[src/hw/pse_mode_reset_pkg.sv]
package pse_mode_reset_pkg;
    // ************************************************************
    // Timing
    // ************************************************************
    localparam int CLK_HZ = 50_000_000;
    localparam int IF_ACTIVE_US = 70;
    localparam int IF_ACTIVE_CYCLES = (IF_ACTIVE_US * (CLK_HZ / 1_000_000));
    localparam int CORE_RESET_S = 1;
    localparam int CORE_RESET_CYCLES = CORE_RESET_S * CLK_HZ;
    localparam int BACKOFF_S = 2;
    localparam int BACKOFF_CYCLES = BACKOFF_S * CLK_HZ;
    localparam int NUM_PORTS = 4;
    localparam int ADDR_BITS = 5;
    localparam logic [4:0] ADDR_RESET = 5'h00;
    localparam logic [1:0] PORT_RESET = 2'h0;
    // ************************************************************
    // Sequencer states
    // ************************************************************
    typedef enum logic [4:0] {
        ST_IDLE = 5'b00001,
        ST_DISCOVER = 5'b00010,
        ST_CLASSIFY = 5'b00100,
        ST_POWER = 5'b01000,
        ST_BACKOFF = 5'b10000
    } seq_state_t;
endpackage : pse_mode_reset_pkg

[src/hw/pse_mode_reset_control.sv]
`timescale 1ns/1ps
module pse_mode_reset_control
    import pse_mode_reset_pkg::*;
#(
    parameter int IF_CYCLES = IF_ACTIVE_CYCLES,
    parameter int CORE_CYCLES = CORE_RESET_CYCLES,
    parameter int RETRY_CYCLES = BACKOFF_CYCLES
) (
    // Clock and reset
    input wire logic i_sys_clk,
    input wire logic i_reset,
    // Board pins
    input wire logic i_external_reset_override_n,
    input wire logic i_supplies_good,
    input wire logic i_operating_mode_select,
    input wire logic i_retry_backoff_select,
    input wire logic i_watchdog_disable_strap,
    input wire logic [ADDR_BITS-1:0] i_bus_addr_strap,
    // Bus address match request
    input wire logic i_addr_valid,
    input wire logic [ADDR_BITS-1:0] i_addr_field,
    input wire logic i_bus_clk_activity,
    input wire logic i_osc_activity,
    // Port engine handshake
    input wire logic [NUM_PORTS-1:0] i_port_fault,
    input wire logic i_step_done,
    input wire logic i_step_fail,
    // Host-managed port controls
    input wire logic [NUM_PORTS-1:0] i_host_port_enable,
    // Outputs
    output logic o_fault_alert_n,
    output logic o_fault_alert_oe,
    output logic o_if_reset,
    output logic o_core_reset,
    output logic o_host_managed_mode,
    output logic o_addr_match,
    output logic [ADDR_BITS-1:0] o_bus_addr,
    output logic o_wd_watch_bus_clk,
    output logic o_wd_watch_osc,
    output logic [1:0] o_port_sel,
    output logic o_discover,
    output logic o_classify,
    output logic o_power_on,
    output logic [NUM_PORTS-1:0] o_port_power_enable
);
    // ************************************************************
    // Pin synchronisers
    // ************************************************************
    // Pull-downs make a floating pin low; the model sees a plain 0
    // Each pin gets its own flops; gating two raw pins first could glitch into the first stage
    localparam int SW = ADDR_BITS + NUM_PORTS + 5;
    logic [SW-1:0] sync_a, sync_b, next_sync_a;
    always_comb begin
        next_sync_a = {i_bus_addr_strap, i_port_fault, i_external_reset_override_n,
                       i_supplies_good, i_operating_mode_select, i_retry_backoff_select,
                       i_watchdog_disable_strap};
    end
    always_ff @(posedge i_sys_clk) begin
        if (i_reset) begin
            sync_a <= '0;
            sync_b <= '0;
        end else begin
            sync_a <= next_sync_a;
            sync_b <= sync_a;
        end
    end
    logic [ADDR_BITS-1:0] s_addr;
    logic [NUM_PORTS-1:0] s_fault;
    logic s_ovr_n, s_sup_ok, s_run, s_mode, s_backoff, s_watchdog_disable_strap;
    assign {s_addr, s_fault, s_ovr_n, s_sup_ok, s_mode, s_backoff, s_watchdog_disable_strap} = sync_b;
    assign s_run = s_ovr_n && s_sup_ok;

    // ************************************************************
    // Reset delay
    // ************************************************************
    // Interface released early so the host can preset registers
    logic [31:0] rst_cnt, next_rst_cnt;
    logic if_rst, core_rst, next_if_rst, next_core_rst;
    logic [ADDR_BITS-1:0] addr, next_addr;
    always_comb begin
        next_rst_cnt = rst_cnt;
        next_if_rst = if_rst;
        next_core_rst = core_rst;
        next_addr = addr;
        if (!s_run) begin
            next_rst_cnt = '0;
            next_if_rst = 1'b1;
            next_core_rst = 1'b1;
        end else begin
            if (rst_cnt < 32'(CORE_CYCLES)) next_rst_cnt = rst_cnt + 32'h0000_0001;
            if (if_rst && rst_cnt >= 32'(IF_CYCLES - 1)) begin
                next_if_rst = 1'b0;
                next_addr = s_addr;
            end
            if (rst_cnt >= 32'(CORE_CYCLES - 1)) next_core_rst = 1'b0;
        end
    end
    always_ff @(posedge i_sys_clk) begin
        if (i_reset) begin
            rst_cnt <= '0;
            if_rst <= 1'b1;
            core_rst <= 1'b1;
            addr <= ADDR_RESET;
        end else begin
            rst_cnt <= next_rst_cnt;
            if_rst <= next_if_rst;
            core_rst <= next_core_rst;
            addr <= next_addr;
        end
    end
    assign o_if_reset = if_rst;
    assign o_core_reset = core_rst;
    assign o_bus_addr = addr;
    assign o_addr_match = i_addr_valid && !if_rst && (i_addr_field == addr);

    // ************************************************************
    // Mode, watchdog and alert
    // ************************************************************
    assign o_host_managed_mode = s_mode;
    assign o_wd_watch_bus_clk = !s_watchdog_disable_strap && s_mode && !core_rst;
    assign o_wd_watch_osc = !s_watchdog_disable_strap && !core_rst;
    // Open drain: drive low only, never high
    assign o_fault_alert_n = 1'b0;
    assign o_fault_alert_oe = |s_fault;

    // ************************************************************
    // Automatic sequencer
    // ************************************************************
    seq_state_t state, next_state;
    logic [1:0] port, next_port;
    logic [31:0] wait_cnt, next_wait_cnt;
    logic [NUM_PORTS-1:0] pwr, next_pwr;
    always_comb begin
        next_state = state;
        next_port = port;
        next_wait_cnt = wait_cnt;
        next_pwr = pwr;
        if (core_rst) begin
            next_state = ST_IDLE;
            next_port = PORT_RESET;
            next_wait_cnt = '0;
            next_pwr = '0;
        end else if (s_mode) begin
            next_state = ST_IDLE;
            next_pwr = i_host_port_enable;
        end else begin
            case (state)
                ST_IDLE: next_state = ST_DISCOVER;
                ST_DISCOVER: begin
                    if (i_step_fail) begin
                        if (s_backoff) begin
                            next_state = ST_BACKOFF;
                            next_wait_cnt = '0;
                        end else begin
                            next_state = ST_DISCOVER;
                        end
                    end else if (i_step_done) begin
                        next_state = ST_CLASSIFY;
                    end
                end
                ST_CLASSIFY: if (i_step_done) next_state = ST_POWER;
                ST_POWER: begin
                    if (i_step_done) begin
                        next_pwr[port] = 1'b1;
                        next_port = port + 2'h1;
                        next_state = ST_DISCOVER;
                    end
                end
                ST_BACKOFF: begin
                    if (wait_cnt >= 32'(RETRY_CYCLES - 1)) next_state = ST_DISCOVER;
                    else next_wait_cnt = wait_cnt + 32'h0000_0001;
                end
                default: next_state = ST_IDLE;
            endcase
        end
    end
    always_ff @(posedge i_sys_clk) begin
        if (i_reset) begin
            state <= ST_IDLE;
            port <= PORT_RESET;
            wait_cnt <= '0;
            pwr <= '0;
        end else begin
            state <= next_state;
            port <= next_port;
            wait_cnt <= next_wait_cnt;
            pwr <= next_pwr;
        end
    end
    assign o_port_sel = port;
    assign o_discover = (state == ST_DISCOVER);
    assign o_classify = (state == ST_CLASSIFY);
    assign o_power_on = (state == ST_POWER);
    assign o_port_power_enable = pwr;
endmodule : pse_mode_reset_control

[config.mk]
export PLATFORM = sky130hd
export DESIGN_NAME = pse_mode_reset_control
export DESIGN_NICKNAME = d
export VERILOG_FILES = /design/src/hw/pse_mode_reset_pkg.sv /design/src/hw/pse_mode_reset_control.sv
export SDC_FILE = /design/constraint.sdc
export NUM_CORES = 1
export LEC_CHECK = 0
export CORE_MARGIN = 2
export CORE_UTILIZATION = 57
export CTS_BUF_LIST = sky130_fd_sc_hd__clkbuf_16
export DETAILED_ROUTE_END_ITERATION = 8
export DONT_BUFFER_PORTS = 1
export MAX_ROUTING_LAYER = met4
export PLACE_DENSITY_LB_ADDON = 0.25
export SYNTH_ARGS = -nofsm -noshare
export SYNTH_HDL_FRONTEND = slang
export SYNTH_SLANG_ARGS = --single-unit
[constraint.sdc]
create_clock -name i_sys_clk -period 2.1 [get_ports i_sys_clk]
set_input_delay 0.21 -clock i_sys_clk [delete_from_list [all_inputs] [get_ports i_sys_clk]]
set_output_delay 0.21 -clock i_sys_clk [all_outputs]
set_load 0.01 [all_outputs]
=== After elaboration in Yosys (flattened, before gate mapping) ===
Index checks and enable logic that the tools add are counted.
W data, S select, Z words.

* Bitwise gates (word level): 3
* Reduce and logical (&&, ||, !) cells: 23
* $add $sub $neg: 3
* $lt $le $gt $ge: 6
* Equality and inequality tests: 13
* Mux-type cells: 16

{| class="wikitable"
|+ Operators with widths
! operator !! number
|-
| $mux W32 || 3
|-
| $add A32 B1 Y32 const B || 2
|-
| $pmux W32 S2 || 1
|-
| $ge A32 B12 Y1 const B || 1
|-
| $ge A32 B26 Y1 const B || 1
|-
| $ge A32 B27 Y1 const B || 1
|-
| $lt A32 B26 Y1 const B || 1
|-
| $mux W5 || 6
|-
| $pmux W5 S5 || 1
|-
| $mux W4 || 3
|-
| $ne A2 B2 Y1 const B || 5
|-
| $logic_and A1 B1 Y1 || 8
|-
| $reduce_bool A2 Y1 || 3
|-
| $eq A5 B1 Y1 const B || 1
|-
| $eq A5 B2 Y1 const B || 1
|-
| $eq A5 B3 Y1 const B || 1
|-
| $eq A5 B4 Y1 const B || 1
|-
| $eq A5 B5 Y1 || 1
|-
| $eq A5 B5 Y1 const B || 1
|-
| $reduce_and A5 Y1 || 1
|-
| $or A4 B4 Y4 || 1
|-
| $reduce_and A2 Y1 || 2
|-
| $reduce_and A4 Y1 || 1
|-
| $reduce_or A2 Y1 || 2
|-
| 12 further kinds || 15
|}

* Bits in registers: 110
* Word-level logic and storage cells: 74

=== Logic depth before layout (Yosys ltp) ===
* Word-level depth: 8
* Gate-level depth with buffers: 9
* Mapped depth without buffers: 7

=== Worst setup path after synthesis ===
Ideal clock, no wire load.

* Path type: reg2reg
* Start: register wait_cnt[0]
* End: register wait_cnt[21]
* Buffers on the path: 1
* Arrival time: 2115 ps
* Slack: -85 ps
* Stages on the path, launching flop included: 9
* Setup time: 70 ps
* Cells stage by stage: dfxtp_1 > ha_1 > nand4_1 > o211ai_1 > a2111oi_4 > o21ai_2 > buf_6 > or4_1 > a21oi_1

* Word-level cells in the longest chain between the ends: 3
* Elaborated cells between the ends (all ways): 6

{| class="wikitable"
|+ Ends and longest elaborated chain
! element !! RTL line !! RTL
|-
| from (decl) || pse_mode_reset_control.sv:131 || <nowiki>logic [31:0] wait_cnt, next_wait_cnt;</nowiki>
|-
| from (signal assigned) || pse_mode_reset_control.sv:186 || <nowiki>wait_cnt <= next_wait_cnt;</nowiki>
|-
| $add A32 B1 Y32 or $ge A32 B27 Y1 (tied branches) || pse_mode_reset_control.sv:171, pse_mode_reset_control.sv:170 ||
|-
| $mux W32 or $ne A2 B2 Y1 (tied branches) || -- ||
|-
| $pmux W32 S2 or $reduce_and A5 Y1 (tied branches) || -- ||
|}

Parallel ways exist; a longest one is shown, timed or not. The select of a mux whose other input is x is not followed.
A chain may end at the register's enable or synchronous reset.

=== Worst setup path in the final report ===
* Start: register wait_cnt[14]
* End: register wait_cnt[3]

* Word-level cells in the longest chain between the ends: 3

{| class="wikitable"
|+ Ends and longest elaborated chain
! element !! RTL line !! RTL
|-
| $ge A32 B27 Y1 || pse_mode_reset_control.sv:170 || <nowiki>if (wait_cnt >= 32'(RETRY_CYCLES - 1)) next_state = ST_DISCOVER;</nowiki>
|-
| $ne A2 B2 Y1 (no line) || -- ||
|-
| $reduce_and A5 Y1 (no line) || -- ||
|}

No other way between the ends.

==> results.txt <==
* Violations in the final reports: setup timing
* Leakage power figure: between 2 and 2.5 nW
- Pin placement for this block handled 52 I/O pins.
- For this run, the detailed router's first-pass iteration total came to 5.
* Remaining Overflow, GRT: 0
- At the end of the flow, the number of nets in the layout was 698.
- Sequential share of power: 52.9%
* Clock latency on the worst-skew pair: 0.36 ns
- TritonCTS built the clock tree.
- After synthesis, the mean cell area works out to 8.553 µm².
- FP Rows: 34
* Hold Crit Depth: 1
- Largest fanout of any net on the critical path: 11
* Area of the core: ~8600 µm²
- Count of endpoints failing hold in the final timing report: 0
- The repair_antennas step left the layout with diodes totalling 0.
- The initial antenna violation count was 0.
* Kind of capture point of the worst setup path: register
- Via count of the first global-routing pass: 4602
- The die covers between 9000 and 10000 µm².
* I/O Buffers: 0
- The synthesized design contains 110 register bits.
* Worst EP required: ~2.4 ns
* Hpwl dp: between 7 and 8 mm
* Netlist area before placement: ~5000 µm²
- Maximum number of pins on one net before global-route repair: 34
* Clock power share: 45.4%
- The flow ran to the end, but the final reports show violations.
* Internal power summed over all cells: between 3 and 4 mW
* Period utilisation layout: 104.6%
* Maximum clock frequency: about 460 MHz
* Comb power frac: ~1.7%
- Avg WL per Cell: 16.94 µm
- The netlist uses slightly above 50 different library cells.
- Starting density of the core: 58.12%
- In this run the worst hold path is classified as in2reg.
* CTS H-Tree Depth: 3
* Layout cell share with drive strength beyond 1: 22.64%
- First-pass GRT wire length: between 20 and 25 mm
- At the end of routability-driven placement, the weighted congestion stood at approximately 0.82.
* Number of cells traversed by the worst register-to-register path: 7
- Arrival time worst endpoint: around 2.5 ns
- Setup violations remaining at the end of the flow were counted as 27.
- Clock root buffer: sky130_fd_sc_hd__clkbuf_16
* Min Tclk post-route: 2.197 ns
- The number of nets handed over by synthesis was 620.
- Switching part of the total: 24.15%
* Worst clock skew: 0.01135 ns
- Synthesized instance count: just under 600
- Global routing consumed, over all layers together, 27.05% of the routing resources.
- During synthesis, Yosys emitted a total of 0 warnings.
- Horizontal die dimension: 97.61 µm
* Die Span Y: 97.61 µm
- Post-DR vias/cell: 6.119
- Setup slack on the critical path of the routed design comes to -0.09657 ns.
* Clock input transition at the sequential cells of the worst setup and hold paths: 0.09 ns
- Synthesis-to-layout area growth: 26.33%
* Switching power total: 966.2 µW
* Number of flops mapped to enable cells by yosys: 0
- Number of max-slew violations in the final report: 0
- Across the run, the number of max-cap violations was 0.
* Tightest Pin Transition: roughly 1.1 ns
* Async SR Flop Fraction: 0%
- DR iter-0 viols: 246
- In the final timing run, aggregate negative setup slack is -1.145 ns.
- The layout has 584 filler cells.
- Routed via count: 4742
- Hold is met by roughly 0.008 ns.
- Among all flip-flop cells after synthesis, the most frequent one is sky130_fd_sc_hd__dfxtp_1.
- Setup repair after global routing could not meet its margin everywhere.
- No sink is reached through more buffers than the 2 on the longest clock path.
- STA classifies the critical path startpoint as a register.
- The count of nets left with antenna violations once routing finished came out at 0.
* Worst max-slew margin expressed relative to the limit: about 26%
* Power density relative to cell area: between 600 and 700 nW/µm²
- The critical path is of the reg2reg type.
* Clock sink count: between 100 and 150
* DRC violation count after routing: 0
- IR analysis of the VDD net gives a maximum drop of between 0.5 and 0.6 mV.
* Sequential area share after synthesis: 44.09%
* Total power draw: about 4 mW
* DRT Wirelength: about 13 mm
- Buffers inserted during clock tree synthesis total 9.
[power groups by stage]
stage / Clock, mW / Combinational (mW) / Sequential (mW)
global placement: 0 / 0.0376 / 2.16
finish: 1.82 / 0.0668 / 2.12
CTS: 1.84 / 0.0618 / 2.11
detailed placement: 0 / 0.0393 / 2.16
global route: 1.92 / 0.0726 / 2.12
floorplan: 0 / 0.0423 / 2.16
[registers in the layout (all words and copies together) (netlist names)]
register and flops:
rst_cnt 32, wait_cnt 32, sync_a 14, sync_b 14, o_bus_addr 5, state 5, o_port_power_enable 4, o_port_sel 2
o_core_reset 1, o_if_reset 1
[synth_stat cells, drive strengths merged, types with 9 or more instances]
cell type	count	area [µm²]
a21oi	45	225.2
a31oi	9	56.30
and2	15	93.84
and3	9	56.30
clkbuf	25	93.84
dfxtp	110	2202
mux2i	12	120.1
nand2	36	135.1
nand3	33	165.2
nand4	16	100.1
nor2	57	214.0
nor2b	30	187.7
nor3	14	70.07
nor4	9	56.30
o21ai	36	183.9
or3	9	56.30
or4	16	120.1
xor2	17	148.9
[worst paths after layout]
kind                        start          end  slack, ns
setup reg to reg     wait_cnt[14]  wait_cnt[3]       -0.1
setup / recovery     wait_cnt[14]  wait_cnt[3]       -0.1
hold reg to reg         sync_a[4]    sync_b[4]       0.45
hold / removal    i_port_fault[3]    sync_a[8]      0.008
[area by class of cell]
cell class	count	area [µm²]	share of cell area (%)
multi-input cells	435	2821	44.72
flip-flops and latches	110	2211	35.04
repair buffers	98	785.8	12.45
clock buffers	9	225.2	3.569
well taps	108	135.1	2.142
clock inverters	7	101.3	1.606
inverters	8	30.03	0.4759
[layout by cell type (no fill, tap or decap), types with 3 or more instances in the layout]
master / synthesis / final
sky130_fd_sc_hd__inv_1: 8 / 8
sky130_fd_sc_hd__nor4_1: 9 / 6
sky130_fd_sc_hd__dlygate4sd3_1: 0 / 12
sky130_fd_sc_hd__nor2b_1: 30 / 30
sky130_fd_sc_hd__inv_12: 0 / 3
sky130_fd_sc_hd__clkbuf_16: 0 / 9
sky130_fd_sc_hd__buf_6: 2 / 6
sky130_fd_sc_hd__nand2_1: 36 / 35
sky130_fd_sc_hd__or4_1: 16 / 13
sky130_fd_sc_hd__o21a_1: 4 / 4
sky130_fd_sc_hd__o21ai_2: 1 / 3
sky130_fd_sc_hd__xnor2_1: 6 / 6
sky130_fd_sc_hd__nand4b_1: 5 / 5
sky130_fd_sc_hd__dfxtp_1: 110 / 103
sky130_fd_sc_hd__or3_1: 9 / 7
sky130_fd_sc_hd__and3_1: 9 / 8
sky130_fd_sc_hd__nand4_1: 16 / 16
sky130_fd_sc_hd__a21oi_2: 0 / 11
sky130_fd_sc_hd__mux2i_1: 12 / 12
sky130_fd_sc_hd__buf_4: 1 / 79
sky130_fd_sc_hd__o211ai_1: 5 / 5
sky130_fd_sc_hd__or4_4: 0 / 3
sky130_fd_sc_hd__nand2b_1: 3 / 3
sky130_fd_sc_hd__o21ai_0: 30 / 25
sky130_fd_sc_hd__xor2_1: 17 / 17
sky130_fd_sc_hd__nor3_1: 14 / 12
sky130_fd_sc_hd__ha_1: 6 / 5
sky130_fd_sc_hd__a31oi_1: 9 / 8
sky130_fd_sc_hd__a21oi_1: 45 / 34
sky130_fd_sc_hd__and4_1: 7 / 7
sky130_fd_sc_hd__nand3b_1: 7 / 7
sky130_fd_sc_hd__dfxtp_2: 0 / 7
sky130_fd_sc_hd__nor2_1: 57 / 55
sky130_fd_sc_hd__a41oi_1: 3 / 3
sky130_fd_sc_hd__nand3_1: 33 / 31
sky130_fd_sc_hd__o21ai_1: 5 / 8
sky130_fd_sc_hd__and2_1: 14 / 14
[repair_timing]
action | 4_1_cts | 5_1_grt
hold buffers | 10 | 2
setup buffers | 14 | 3
gates resized for setup | 18 | 37
gates cloned | 1 | 1
endpoints found under the hold margin | 33 | 2
endpoints found under the setup margin | 41 | 60
pin swaps | 16 | 13
[through the flow]
| step | area (µm²) | std cells | setup slack, ns | util (%) |
|---|---|---|---|---|
| finish | 6310 | 775 | -0.09657 | 73.43 |
| detailed placement | 5527 | 730 | -0.1974 | 64.31 |
| global placement | 5527 | 730 | -0.1190 | 64.31 |
| CTS | 6127 | 771 | -0.06537 | 71.30 |
| floorplan | 5011 | 584 | 0.001847 | - |
| global route | 6310 | 775 | -0.2033 | 73.43 |
[kinds of logic (layout without fill, tap and decap cells)]
group / Yosys count / in the layout / share of synthesized area (%)
AO/OA/AOI/OAI: 116 / 116 / 13.98
XOR/XNOR: 23 / 23 / 4.033
adder cells (fa/ha/maj): 6 / 6 / 1.503
buffers and inverters: 39 / 122 / 3.357
flip-flops: 110 / 110 / 44.09
multiplexers: 12 / 12 / 2.405
other: 1 / 1 / 0.07508
AND/OR/NAND/NOR: 277 / 277 / 30.56
[worst max-delay path: stages, from the launching register on]
cell and delay, ns:
sky130_fd_sc_hd__dfxtp_2 0.36, sky130_fd_sc_hd__and4_1 0.19, sky130_fd_sc_hd__and4bb_1 0.23, sky130_fd_sc_hd__a2111oi_4 0.43
sky130_fd_sc_hd__o21ai_2 0.14, sky130_fd_sc_hd__buf_6 0.17, sky130_fd_sc_hd__or4_1 0.49, sky130_fd_sc_hd__a21oi_2 0.12
[metal layers]
metal | part of all wire (%) | wire length [µm] | vias to the layer above | GRT usage (%)
met5 | 0 | 0 | - | -
met4 | 2.5 | 325 | 0 | 10.79
met3 | 4.4 | 577 | 34 | 5.396
met2 | 53 | 7002 | 159 | 47.37
met1 | 40 | 5226 | 2282 | 30.25
li1 | - | - | 2267 | -
Note: power is estimated with default switching activity, not from simulation.
